File: config.mk
export PLATFORM = sky130hd
export DESIGN_NAME = ctp_parser
export DESIGN_NICKNAME = d
export VERILOG_FILES = /design/src/hdl/ctp_parser.v
export VERILOG_INCLUDE_DIRS = /design/src /design/src/hdl
export SDC_FILE = /design/constraint.sdc
export NUM_CORES = 1
export LEC_CHECK = 0
export BUFFER_PORTS_ARGS = -buffer_cell sky130_fd_sc_hd__buf_4
export CAP_MARGIN = 20
export CORE_ASPECT_RATIO = 0.8
export CORE_MARGIN = 1.5
export CORE_UTILIZATION = 35
export DETAILED_ROUTE_END_ITERATION = 6
export PLACE_DENSITY = 0.58
export SYNTH_ARGS = -nofsm -noshare
export SYNTH_HDL_FRONTEND = slang
export SYNTH_SLANG_ARGS = --single-unit
File: constraint.sdc
create_clock -name CLK_I -period 4.9 [get_ports CLK_I]
set_clock_uncertainty 0.15 [all_clocks]
set_input_delay 1.47 -clock CLK_I [delete_from_list [all_inputs] [get_ports CLK_I]]
set_output_delay 1.47 -clock CLK_I [all_outputs]
set_load 0.005 [all_outputs]
File: src/hdl/ctp_defines.vh
// constants for the command tree header parser
`ifndef CTP_DEFINES_VH
`define CTP_DEFINES_VH
`define CTP_CH_LF     8'h0A
`define CTP_CH_CR     8'h0D
`define CTP_CH_COLON  8'h3A
`define CTP_CH_SEMI   8'h3B
`define CTP_CH_SPACE  8'h20
`define CTP_CH_STAR   8'h2A
`define CTP_CH_TAB    8'h09
`define CTP_NODE_ROOT 8'h00
`define CTP_HASH_INIT 8'h00
`endif

File: src/hdl/ctp_parser.v
// command tree header parser: tracks tree position over a stream of message bytes
`timescale 1ns/1ns
`include "ctp_defines.vh"
module ctp_parser #(
  parameter NODE_W = 8
) (
  input  wire              CLK_I,
  input  wire              RST_B_I,
  input  wire              BYTE_VALID_I,
  input  wire [7:0]        BYTE_DATA_I,
  output reg  [NODE_W-1:0] NODE_O,
  output reg               SUBSYS_SEL_O,
  output reg               UNIT_DONE_O,
  output reg  [NODE_W-1:0] UNIT_NODE_O,
  output reg  [NODE_W-1:0] UNIT_MNEM_O,
  output reg               UNIT_COMMON_O,
  output reg               UNIT_ROOT_O,
  output reg               MSG_END_O
);
  // mnemonics are folded into a rolling hash; the node id is the hash path of the parent
  // limitation: ids are short hashes, so two distinct paths may alias
  localparam [2:0] ST_START  = 3'b000;
  localparam [2:0] ST_HDR    = 3'b001;
  localparam [2:0] ST_COMMON = 3'b010;
  localparam [2:0] ST_PARAM  = 3'b011;
  reg [2:0]        state_reg;
  reg [2:0]        state_next;
  reg [NODE_W-1:0] node_reg;
  reg [NODE_W-1:0] node_next;
  reg [NODE_W-1:0] path_reg;
  reg [NODE_W-1:0] path_next;
  reg [NODE_W-1:0] mnem_reg;
  reg [NODE_W-1:0] mnem_next;
  reg              levels_reg;
  reg              levels_next;
  reg              colon_lead_reg;
  reg              colon_lead_next;
  reg              done_next;
  reg              msg_end_next;
  reg              common_next;
  reg              rootcmd_next;
  reg [NODE_W-1:0] unode_next;
  reg [NODE_W-1:0] umnem_next;
  wire [7:0] up = (BYTE_DATA_I >= 8'h61 && BYTE_DATA_I <= 8'h7A) ? BYTE_DATA_I - 8'h20 : BYTE_DATA_I;
  wire [NODE_W-1:0] mnem_fold = {mnem_reg[NODE_W-2:0], mnem_reg[NODE_W-1]} ^ up[NODE_W-1:0];
  wire [NODE_W-1:0] path_fold = {path_reg[NODE_W-2:0], path_reg[NODE_W-1]} ^ mnem_reg ^ 8'h5A;
  wire is_ws = (BYTE_DATA_I == `CTP_CH_SPACE) || (BYTE_DATA_I == `CTP_CH_TAB) || (BYTE_DATA_I == `CTP_CH_CR);
  // one mnemonic taken from the root, reached by message start or by a leading colon
  wire hdr_root = !levels_reg && (colon_lead_reg || path_reg == `CTP_NODE_ROOT);

  always @*
  begin
    state_next      = state_reg;
    node_next       = node_reg;
    path_next       = path_reg;
    mnem_next       = mnem_reg;
    levels_next     = levels_reg;
    colon_lead_next = colon_lead_reg;
    done_next       = 1'b0;
    msg_end_next    = 1'b0;
    common_next     = UNIT_COMMON_O;
    rootcmd_next    = UNIT_ROOT_O;
    unode_next      = UNIT_NODE_O;
    umnem_next      = UNIT_MNEM_O;
    if (BYTE_VALID_I)
    begin
      if (BYTE_DATA_I == `CTP_CH_LF)
      begin
        // terminator closes an open header or common unit, then homes the parser
        // parameter text was already reported when its header ended, so no second pulse
        if (state_reg == ST_HDR || state_reg == ST_COMMON)
        begin
          done_next    = 1'b1;
          unode_next   = path_reg;
          umnem_next   = mnem_reg;
          common_next  = (state_reg == ST_COMMON);
          rootcmd_next = (state_reg == ST_HDR) && hdr_root;
        end
        msg_end_next    = 1'b1;
        node_next       = `CTP_NODE_ROOT;
        path_next       = `CTP_NODE_ROOT;
        mnem_next       = `CTP_HASH_INIT;
        levels_next     = 1'b0;
        colon_lead_next = 1'b0;
        state_next      = ST_START;
      end
      else
      begin
        case (state_reg)
          ST_START:
          begin
            if (BYTE_DATA_I == `CTP_CH_COLON)
            begin
              path_next       = `CTP_NODE_ROOT;
              colon_lead_next = 1'b1;
              state_next      = ST_HDR;
            end
            else if (BYTE_DATA_I == `CTP_CH_STAR)
              state_next = ST_COMMON;
            else if (!is_ws && BYTE_DATA_I != `CTP_CH_SEMI)
            begin
              // bare mnemonic resolves against the node left by the last unit
              path_next  = node_reg;
              mnem_next  = mnem_fold;
              state_next = ST_HDR;
            end
          end
          ST_HDR:
          begin
            if (BYTE_DATA_I == `CTP_CH_COLON)
            begin
              path_next   = path_fold;
              mnem_next   = `CTP_HASH_INIT;
              levels_next = 1'b1;
            end
            else if (BYTE_DATA_I == `CTP_CH_SEMI || is_ws)
            begin
              // a space ends the header; the rest of the unit is parameter text
              done_next    = 1'b1;
              unode_next   = path_reg;
              umnem_next   = mnem_reg;
              common_next  = 1'b0;
              rootcmd_next = hdr_root;
              if (hdr_root)
                node_next = `CTP_NODE_ROOT;
              else
                node_next = path_reg;
              // hash restarts here, else a unit right after a semicolon folds in stale bits
              mnem_next       = `CTP_HASH_INIT;
              state_next      = (BYTE_DATA_I == `CTP_CH_SEMI) ? ST_START : ST_PARAM;
              levels_next     = 1'b0;
              colon_lead_next = 1'b0;
            end
            else
              mnem_next = mnem_fold;
          end
          ST_COMMON:
          begin
            // the common command name is not decoded; the tree position is left alone
            if (BYTE_DATA_I == `CTP_CH_SEMI)
            begin
              done_next    = 1'b1;
              common_next  = 1'b1;
              rootcmd_next = 1'b0;
              state_next   = ST_START;
            end
          end
          ST_PARAM:
          begin
            // limitation: a semicolon inside quoted parameter text still ends the unit
            if (BYTE_DATA_I == `CTP_CH_SEMI)
            begin
              mnem_next  = `CTP_HASH_INIT;
              state_next = ST_START;
            end
          end
          default:
            state_next = ST_START;
        endcase
      end
    end
  end

  // tree walk registers
  always @(posedge CLK_I or negedge RST_B_I)
  begin
    if (!RST_B_I)
    begin
      state_reg      <= ST_START;
      node_reg       <= `CTP_NODE_ROOT;
      path_reg       <= `CTP_NODE_ROOT;
      mnem_reg       <= `CTP_HASH_INIT;
      levels_reg     <= 1'b0;
      colon_lead_reg <= 1'b0;
    end
    else
    begin
      state_reg      <= state_next;
      node_reg       <= node_next;
      path_reg       <= path_next;
      mnem_reg       <= mnem_next;
      levels_reg     <= levels_next;
      colon_lead_reg <= colon_lead_next;
    end
  end

  // ports load the next values so each one comes straight from its own flop
  always @(posedge CLK_I or negedge RST_B_I)
  begin
    if (!RST_B_I)
    begin
      NODE_O        <= `CTP_NODE_ROOT;
      SUBSYS_SEL_O  <= 1'b0;
      UNIT_DONE_O   <= 1'b0;
      UNIT_NODE_O   <= `CTP_NODE_ROOT;
      UNIT_MNEM_O   <= `CTP_HASH_INIT;
      UNIT_COMMON_O <= 1'b0;
      UNIT_ROOT_O   <= 1'b0;
      MSG_END_O     <= 1'b0;
    end
    else
    begin
      NODE_O        <= node_next;
      SUBSYS_SEL_O  <= (node_next != `CTP_NODE_ROOT);
      UNIT_DONE_O   <= done_next;
      UNIT_NODE_O   <= unode_next;
      UNIT_MNEM_O   <= umnem_next;
      UNIT_COMMON_O <= common_next;
      UNIT_ROOT_O   <= rootcmd_next;
      MSG_END_O     <= msg_end_next;
    end
  end
endmodule // ctp_parser

### Word level (Yosys, flattened, before mapping)

Cells that the tools add are included.

* mux-type cells: 67
* bitwise operators: 3
* reductions and logical operators: 28
* equality and inequality tests: 26
* $lt $le $gt $ge: 2
* add/sub/neg operators: 1

Operators with widths (number)
* $mux 8: 29
* $eq 8x6->1 const B: 4
* $eq 8x4->1 const B: 3
* $pmux 8 s3: 1
* $mux 1: 23
* $mux 3: 7
* $reduce_and 5->1: 4
* $ne 3x3->1 const B: 6
* $pmux 8 s2: 1
* $xor 8x8->8: 2
* $reduce_and 6->1: 2
* $ne 3x2->1 const B: 3
* $pmux 3 s3: 1
* $reduce_bool 3->1: 3
* $ge 8x7->1 const B: 1
* $le 8x7->1 const B: 1
* $logic_not 8->1: 1
* $ne 4x4->1 const B: 2
* $ne 8x6->1 const B: 1
* $pmux 1 s2: 4
* $reduce_bool 8->1: 1
* $sub 8x6->8 const B: 1
* $eq 3x2->1 const B: 2
* $logic_or 1x1->1: 5
* 14 further kinds: 19

* word-level logic and storage cells: 140
* bits in registers: 50
* input port bits: 11
* output and inout port bits: 29

### Depth between registers and ports, before layout

Gate-level depths: netlist of the first run.

* word-level depth: 10
* mapped depth: 8
* mapped depth without buffers: 7

### Least setup slack after synthesis of the first run

No wires, ideal clock.

* path type: input to register
* start: in BYTE_DATA_I[5]
* end: reg UNIT_MNEM_O[0]
* data arrival time: 3328 ps
* stages: 7
* required time: 4625 ps
* setup slack: 1297 ps
* buffers on the path: 2
* cell sequence: buf_6 > or4_4 > nor3_2 > o31ai_4 > a21oi_4 > buf_12 > mux2_4

* longest elaborated chain between the ends: 6
* elaborated cells between the ends (all ways): 15

RTL lines
* start: declaration: line ctp_parser.v:10 `input wire [7:0] BYTE_DATA_I,`
* $eq 8x6->1 (no source line) / $eq 8x4->1 (equally long branches)
* $logic_or 1x1->1 (2 in a row): line ctp_parser.v:47 `` wire is_ws = (BYTE_DATA_I == `CTP_CH_SPACE) || (BYTE_DATA_I == `CTP_CH_TAB) || (BYTE_DATA_I == `CTP_CH_CR); ``
* $logic_or 1x1->1: line ctp_parser.v:116 `` else if (BYTE_DATA_I == `CTP_CH_SEMI || is_ws) ``
* $reduce_bool 2->1 (no source line)
* $reduce_and 5->1 (no source line)
* end signal: assignment: line ctp_parser.v:196 `` UNIT_MNEM_O <= `CTP_HASH_INIT; ``
* end signal: assignment: line ctp_parser.v:207 `UNIT_MNEM_O <= umnem_next;`
* end: declaration: line ctp_parser.v:15 `output reg [NODE_W-1:0] UNIT_MNEM_O,`

Parallel ways exist; a longest one is shown, timed or not.
A chain may end at the register's enable or synchronous reset.

### Final worst setup path of the first run

* start: in BYTE_DATA_I[0]
* end: reg UNIT_MNEM_O[4]

Same word-level chain as after synthesis.

==> summary.md, run 1 <==
| Metric | Value |
|---|---|
| Wire length of the first global-routing pass | `10.79 mm` |
| Arrival time worst endpoint | `3820 ps` |
| Unique cell type count in the Yosys netlist | `55` |
| Synthesized instance count | `250` |
| Final net count | `302` |
| Net Count, Synth | `267` |
| Crit Path Category | `in2reg` |
| Number of DRC markers after the initial detailed-route iteration | `121` |
| Maxcap violations | `0` |
| Simple-gate share of the synthesized area | `14.74%` |
| CTS tree | `built` |
| H-Tree Level Count | `2` |
| Worst-case headroom to the max-slew limit | `36.76%` |
| Final wirelength | `6.535 mm` |
| Min Tclk post-route | `3776 ps` |
| Routed len/inst | `16.59 um` |
| Die area | `8601 sq um` |
| Setup fix buffers added after clock tree synthesis | `0` |
| Post-synthesis cell area | `2818 sq um` |
| Power per standard cell area | `491.9 nW/um^2` |
| Remaining antenna violation count after routing | `0` |
| Crit end category | `register` |
| Cell family contributing the most delay on the critical path | `simple AND/OR/NAND/NOR gates` |
| Maximum number of pins on one net before global-route repair | `50` |
| Post-CTS Hold Fix Bufs | `0` |
| Antenna violations before repair | `0` |
| Effective utilization at floorplan | `35.79%` |
| Period Utilization, post-route | `77.05%` |
| Clock share of power | `21.5%` |
| Number of synthesized register bits | `49` |
| Post-Syn Area per Cell | `11.27 sq um` |
| Fin. Hold Viols | `0` |
| Half-perimeter wire length of the detailed placement result | `4.586 mm` |
| Kind of start point of the critical path | `primary input` |
| Reg2reg end | `UNIT_MNEM_O[4]` |
| P_sw | `0.6038 mW` |
| Number of clock buffers inserted by TritonCTS | `5` |
| DRC violations left | `0` |
| Routability congestion estimate | `0.8016` |
| Max Fclk | `264.9 MHz` |
| Buffer levels on the longest clock path | `2` |
| Leakage power figure | `1.484 nW` |
| Async SR Flop Fraction | `100.0%` |
| GRT Util Overall | `16.06%` |
| Total core area | `7874 sq um` |
| Die Y | `83.25 um` |
| Fill cell instance count of the final layout | `792` |
| Clock network latency to the later pin of the worst-skew pair | `300 ps` |
| Via count of the first global-routing pass | `2006` |
| Switching Fraction | `37.05%` |
| Cell count along the critical path | `6` |
| Dominant combinational cell family by area after synthesis | `compound AO/OA/AOI/OAI gates` |
| Status | `completed` |
| Number of clock sinks seen by CTS | `49` |
| Crit path buffers/inverters | `1` |
| Required time at the worst-slack endpoint | `4950 ps` |
| Critical path destination | `UNIT_MNEM_O[4]` |
| Setup repair after global routing missed its margin | `no` |
| Cell internal pwr | `1.026 mW` |
| Sequential area share after synthesis | `43.52%` |
| Reg2Reg Setup Slack | `2050 ps` |
| Xor-xnor portion of the synthesized cell area | `5.284%` |
| Crit path largest cell delay | `670 ps` |
| Adder-cell share of the synthesized area | `2.664%` |
| Fraction of final layout cells sized beyond drive strength 1 | `30.77%` |
| Share of power burned in registers | `38.5%` |
| Flip-flop cell with the highest count after synthesis | `dfrtp_1` |
| Peak supply drop | `0.0001752 V` |
| Origin of the worst setup path | `BYTE_DATA_I[0]` |
| Number of synthesized flops with an enable pin | `0` |
| Placed instance count | `386` |
| CP cell instances | `buf_4 > or4_4 > nor4b_4 > o31ai_4 > a21oi_4 > mux2_2` |
| Crit path max fanout | `16` |
| Number of cells on the worst reg-to-reg path | `5` |
| Synthesized-area fraction occupied by ao, oa, aoi and oai cells | `17.98%` |
| Post-Layout Cell Count | `394` |
| Number of max-slew violations in the final report | `0` |
| # IOs | `40` |
| N_diodes | `0` |
| Port-buffer cells | `39` |
| Total negative setup slack | `0 ps` |
| Cell with the largest stage delay on the worst path | `a21oi_4` |
| Number of iterations in the first detailed-routing pass | `4` |
| Post-synthesis mux area share | `12.12%` |
| Number of gates resized after cts | `0` |
| Area delta synth->final | `17.58%` |
| Slew @ Worst Pin | `933.8 ps` |
| Total overflow reported by the global router | `0` |
| Core Util, Final | `42.08%` |
| Detailed-route vias per instance | `5.414` |
| Clk pin slew, worst setup/hold paths | `100 ps` |
| Row Count | `29` |
| Worst min-delay path class | `reg2reg` |
| Crit Reg-Reg Startpoint | `state_reg[1]` |
| Vias after detailed routing | `2133` |
| Horizontal extent of the die | `103.3 um` |
| Syn. warnings | `0` |
| Logic pwr share | `40.0%` |
| CTS root buffer | `clkbuf_8` |
| Number of setup violations in the final report | `0` |
layer usage:
metal | routed length (um) | GRT usage [%] | vias to the layer above
li1 | - | - | 1017
met1 | 3475 | 26.68 | 1049
met2 | 2680 | 21.35 | 62
met3 | 340 | 3.199 | 5
met4 | 39 | 2.580 | 0
met5 | 0 | 0 | -
cell type report:
cell class	count	area (sq um)	share of cell area [%]
sequential	49	1226	37.01
inverter	7	26.28	0.7931
clock inverter	3	68.82	2.077
multi-input combinational	182	1488	44.90
timing repair buffer	40	300.3	9.063
tap	108	135.1	4.079
clock buffer	5	68.82	2.077
layout by cell type (no fill, tap or decap), types with 3 or more instances in the layout:
cell type and count:
a21oi_1 7, xor2_1 7, mux2_2 17, buf_4 40
nand2_1 12, nand3_1 6, clkbuf_8 5, nor4_1 5
inv_1 7, nor3_1 5, dfrtp_1 49, a22oi_1 8
nor2_1 14, a31oi_1 3, o31ai_1 12, mux2_4 10
ha_1 6, a22o_1 9, xnor2_1 10, nand4_1 5
o21ai_0 9
how the worst min path moves through the flow:
stage	startpoint	slack, ps	endpoint	cells after the start
4_1_cts	UNIT_NODE_O[4]	380	UNIT_NODE_O[4]	1
2_1_floorplan	levels_reg	320	levels_reg	1
5_1_grt	UNIT_NODE_O[4]	390	UNIT_NODE_O[4]	1
3_3_place_gp	colon_lead_reg	350	colon_lead_reg	1
6_report	UNIT_NODE_O[4]	370	UNIT_NODE_O[4]	1
3_5_place_dp	UNIT_NODE_O[6]	350	UNIT_NODE_O[6]	1
synth_stat cells, types with 3 or more instances:
cell type | count | area share, %
a21oi_1 | 7 | 1.2
a22o_1 | 9 | 2.8
a22oi_1 | 8 | 2.1
a31oi_1 | 3 | 0.67
buf_2 | 4 | 0.71
clkbuf_1 | 4 | 0.53
dfrtp_1 | 49 | 44
ha_1 | 6 | 2.7
inv_1 | 7 | 0.93
mux2_2 | 17 | 6.8
mux2_4 | 10 | 5.3
nand2_1 | 12 | 1.6
nand3_1 | 6 | 1.1
nand4_1 | 5 | 1.1
nor2_1 | 14 | 1.9
nor3_1 | 5 | 0.89
nor4_1 | 5 | 1.1
o21ai_0 | 9 | 1.6
o31ai_1 | 12 | 3.2
xnor2_1 | 10 | 3.1
xor2_1 | 7 | 2.2
stage by stage:
step	power [mW]	cell area [sq um]	hold WS [ps]	worst slack (ps)
after floorplan	1.082	2818	323.9	1297
after global placement	1.275	3176	347.7	865.1
after detailed placement	1.284	3176	352.6	798.3
after CTS	1.636	3313	377.4	1112
after global routing	1.741	3313	392.0	1022
final	1.630	3313	369.8	1124
power groups by stage:
stage               clock [mW]  combinational (mW)  sequential [mW]
floorplan                    0               0.484            0.598
global placement             0               0.642            0.633
detailed placement           0               0.649            0.634
CTS                      0.356               0.653            0.626
global route             0.369               0.730            0.643
finish                   0.350               0.652            0.628
cells by family (layout without fill, tap and decap cells):
| group | after synthesis | after routing |
|---|---|---|
| adder cells (fa/ha/maj) | 6 | 6 |
| flip-flops | 49 | 49 |
| AO/OA/AOI/OAI | 64 | 64 |
| multiplexers | 27 | 27 |
| buffers and inverters | 19 | 55 |
| AND/OR/NAND/NOR | 68 | 68 |
| XOR/XNOR | 17 | 17 |
(Power assumes the default switching activity.)
==> inputs of run 2 (changes only) <==
--- a/config.mk
+++ b/config.mk
@@ -6,13 +6,14 @@
 export SDC_FILE = /design/constraint.sdc
 export NUM_CORES = 1
 export LEC_CHECK = 0
+export ABC_AREA = 1
 export BUFFER_PORTS_ARGS = -buffer_cell sky130_fd_sc_hd__buf_4
 export CAP_MARGIN = 20
 export CORE_ASPECT_RATIO = 0.8
 export CORE_MARGIN = 1.5
 export CORE_UTILIZATION = 35
 export DETAILED_ROUTE_END_ITERATION = 6
-export PLACE_DENSITY = 0.58
+export PLACE_DENSITY = 0.6
 export SYNTH_ARGS = -nofsm -noshare
 export SYNTH_HDL_FRONTEND = slang
 export SYNTH_SLANG_ARGS = --single-unit
==> constraint.sdc (replaced) <==
create_clock -name CLK_I -period 3.4 [get_ports CLK_I]
set_clock_uncertainty 0.15 [all_clocks]
set_input_delay 1.02 -clock CLK_I [delete_from_list [all_inputs] [get_ports CLK_I]]
set_output_delay 1.02 -clock CLK_I [all_outputs]
set_load 0.005 [all_outputs]
==> run 2 against run 1 <==
Compared with the run above:
- design area grew 1.9%
- critical path depth grew 4
- first-iteration DRC count shrank 11%
- critical endpoint is now mnem_reg[6]
- highest routed layer unchanged
- synthesized area grew 3.5%
- utilization is essentially flat
- sequential power grew 42%
- power grew 38%
- setup slack lost 220 ps
- via count grew 17%
- sequential share of layout area shrank 0.67 points
- clock-buffer cell count grew 2
==> summary.md, run 2 <==
| Metric | Value |
|---|---|
| Fraction of final layout cells sized beyond drive strength 1 | `21.84%` |
| Remaining antenna violation count after routing | `0` |
| Wire length of the first global-routing pass | `12.12 mm` |
| H-Tree Level Count | `2` |
| Number of clock sinks seen by CTS | `49` |
| CTS tree | `built` |
| Reg2reg end | `SUBSYS_SEL_O` |
| Half-perimeter wire length of the detailed placement result | `5.329 mm` |
| Min Tclk post-route | `2496 ps` |
| Crit end category | `register` |
| Total overflow reported by the global router | `0` |
| Die area | `8893 sq um` |
| Setup repair after global routing missed its margin | `no` |
| Slew @ Worst Pin | `635.8 ps` |
| Number of iterations in the first detailed-routing pass | `4` |
| Number of DRC markers after the initial detailed-route iteration | `108` |
| Leakage power figure | `1.735 nW` |
| Number of clock buffers inserted by TritonCTS | `5` |
| Row Count | `29` |
| Crit Path Category | `in2reg` |
| Highest Signal Layer | `met4` |
| Power per standard cell area | `667.7 nW/um^2` |
| Max Fclk | `400.7 MHz` |
| Top-area cell type share of the netlist area | `42.04%` |
| Reg2Reg Setup Slack | `1310 ps` |
| Sequential area share after synthesis | `42.04%` |
| Status | `completed` |
| Fin. Hold Viols | `0` |
| Required time at the worst-slack endpoint | `3450 ps` |
| Capture endpoint of the worst hold path | `UNIT_NODE_O[7]` |
| Async SR Flop Fraction | `100.0%` |
| Post-CTS Hold Fix Bufs | `0` |
| Number of synthesized flops with an enable pin | `0` |
| Net Count, Synth | `389` |
| Crit path max fanout | `13` |
| Routed len/inst | `13.64 um` |
| Area delta synth->final | `15.70%` |
| Horizontal extent of the die | `105.1 um` |
| Number of cells on the worst reg-to-reg path | `14` |
| Final standard cell area without fillers | `3374 sq um` |
| # IOs | `40` |
| Biggest area consumer among synthesized cells | `dfrtp_1` |
| Highest-count cells in the layout ignoring fill and taps | `87 x nand2_1, 49 x dfrtp_1, 42 x inv_1` |
| Number of max-slew violations in the final report | `0` |
| Arrival time worst endpoint | `2540 ps` |
| Maximum number of pins on one net before global-route repair | `50` |
| Maxcap violations | `0` |
| Setup fix buffers added after clock tree synthesis | `0` |
| N_diodes | `0` |
| Effective utilization at floorplan | `36.37%` |
| Worst-case headroom to the max-slew limit | `57.61%` |
| Routed met1 length | `3.407 mm` |
| Via count of the first global-routing pass | `2389` |
| Total negative setup slack | `0 ps` |
| Port-buffer cells | `39` |
| Most common cell after layout, fill and taps aside | `nand2_1` |
| Clk pin slew, worst setup/hold paths | `100 ps` |
| Count of cells along the worst hold path | `2` |
| Syn. warnings | `0` |
| Unique cell type count in the Yosys netlist | `35` |
| Post-synthesis cell area | `2917 sq um` |
| GRT Util Overall | `17.01%` |
| Worst hold slack after final layout | `347.8 ps` |
| DRC violations left | `0` |
| Biggest area contributors in the synthesized netlist | `dfrtp_1 42%, nand2_1 11%, inv_1 5.4%` |
| Post-Syn Area per Cell | `7.840 sq um` |
| Crit Reg-Reg Startpoint | `state_reg[1]` |
| Period Utilization, post-route | `73.40%` |
| Vias after detailed routing | `2497` |
| Number of setup violations in the final report | `0` |
| Flip-flop cell with the highest count after synthesis | `dfrtp_1` |
| Placed instance area | `3291 sq um` |
| CTS root buffer | `clkbuf_8` |
| Post-synth top cells | `87 x nand2_1, 49 x dfrtp_1, 42 x inv_1, 30 x nor2_1, 26 x o21ai_1` |
| Peak supply drop | `0.0002457 V` |
| Number of gates resized after cts | `0` |
| Die Y | `84.65 um` |
| Worst min-delay path class | `reg2reg` |
| Detailed-route vias per instance | `4.802` |
| Clock network latency to the later pin of the worst-skew pair | `300 ps` |
| Synthesized instance count | `372` |
| Met3 WL | `490 um` |
| Final wirelength | `7.095 mm` |
| Routability congestion estimate | `0.8393` |
| Kind of start point of the critical path | `primary input` |
| Buffer levels on the longest clock path | `2` |
| Most instantiated library cell after synthesis | `nand2_1` |
| Total core area | `8019 sq um` |
| PnR Total Power | `2.253 mW` |
| Hold path startpoint | `UNIT_NODE_O[7]` |
| Final net count | `428` |
| Routed met2 length | `3.169 mm` |
| Number of synthesized register bits | `49` |
| Antenna violations before repair | `0` |
| Origin of the worst setup path | `BYTE_DATA_I[2]` |
-- run 2: kinds of logic after synthesis --
logic type	after synthesis	synth area share, %
AOI/OAI and AO/OA	81	16.05
xor gates and xnor gates	3	0.9011
adders and majority gates	6	2.574
buffers and inverters	60	8.837
DFF	49	42.04
and+or+nand+nor	173	29.60
-- run 2: worst max path at each step --
stage                             end  slack, ps  cells after the start
final                     mnem_reg[6]        900                     10
after global placement    mnem_reg[6]        640                     10
after global routing      mnem_reg[7]        740                     10
after CTS                 mnem_reg[0]        920                     10
after floorplan           mnem_reg[0]       1050                     10
after detailed placement  mnem_reg[7]        590                     10
-- run 2: critical path: stages --
cell	delay (ps)
buf_4	80
inv_1	50
nand2_1	130
nor2_4	70
nand2_1	360
inv_1	170
o21ai_1	320
nand2_2	180
nand2_1	100
o21ai_1	60
-- run 2: power by group --
part / switching [mW] / internal [mW]
clock: 0.203 / 0.146
combinational: 0.622 / 0.393
sequential: 0.161 / 0.728
total: 0.986 / 1.27
-- run 2: cell type report --
| type | count | area (sq um) |
|---|---|---|
| clock inverters | 1 | 7.507 |
| multi-input cells | 263 | 1433 |
| inverters | 52 | 196.4 |
| clock buffers | 7 | 76.32 |
| fillers | 843 | 4644 |
| flip-flops and latches | 49 | 1226 |
| well taps | 108 | 135.1 |
| repair buffers | 40 | 300.3 |
-- run 2: routing by layer --
metal | up-vias | GRT usage, %
li1 | 1280 | -
met1 | 1146 | 25.04
met2 | 67 | 26.02
met3 | 4 | 3.960
met4 | 0 | 2.242
met5 | - | 0
-- run 2: per-stage QoR --
step                      util, %  instances  worst slack (ps)
after floorplan                 -        372              1054
after global placement      41.04        512             639.6
after detailed placement    41.04        512             590.2
after CTS                   42.08        520             920.6
after global routing        42.08        520             743.7
final                       42.08        520             904.5
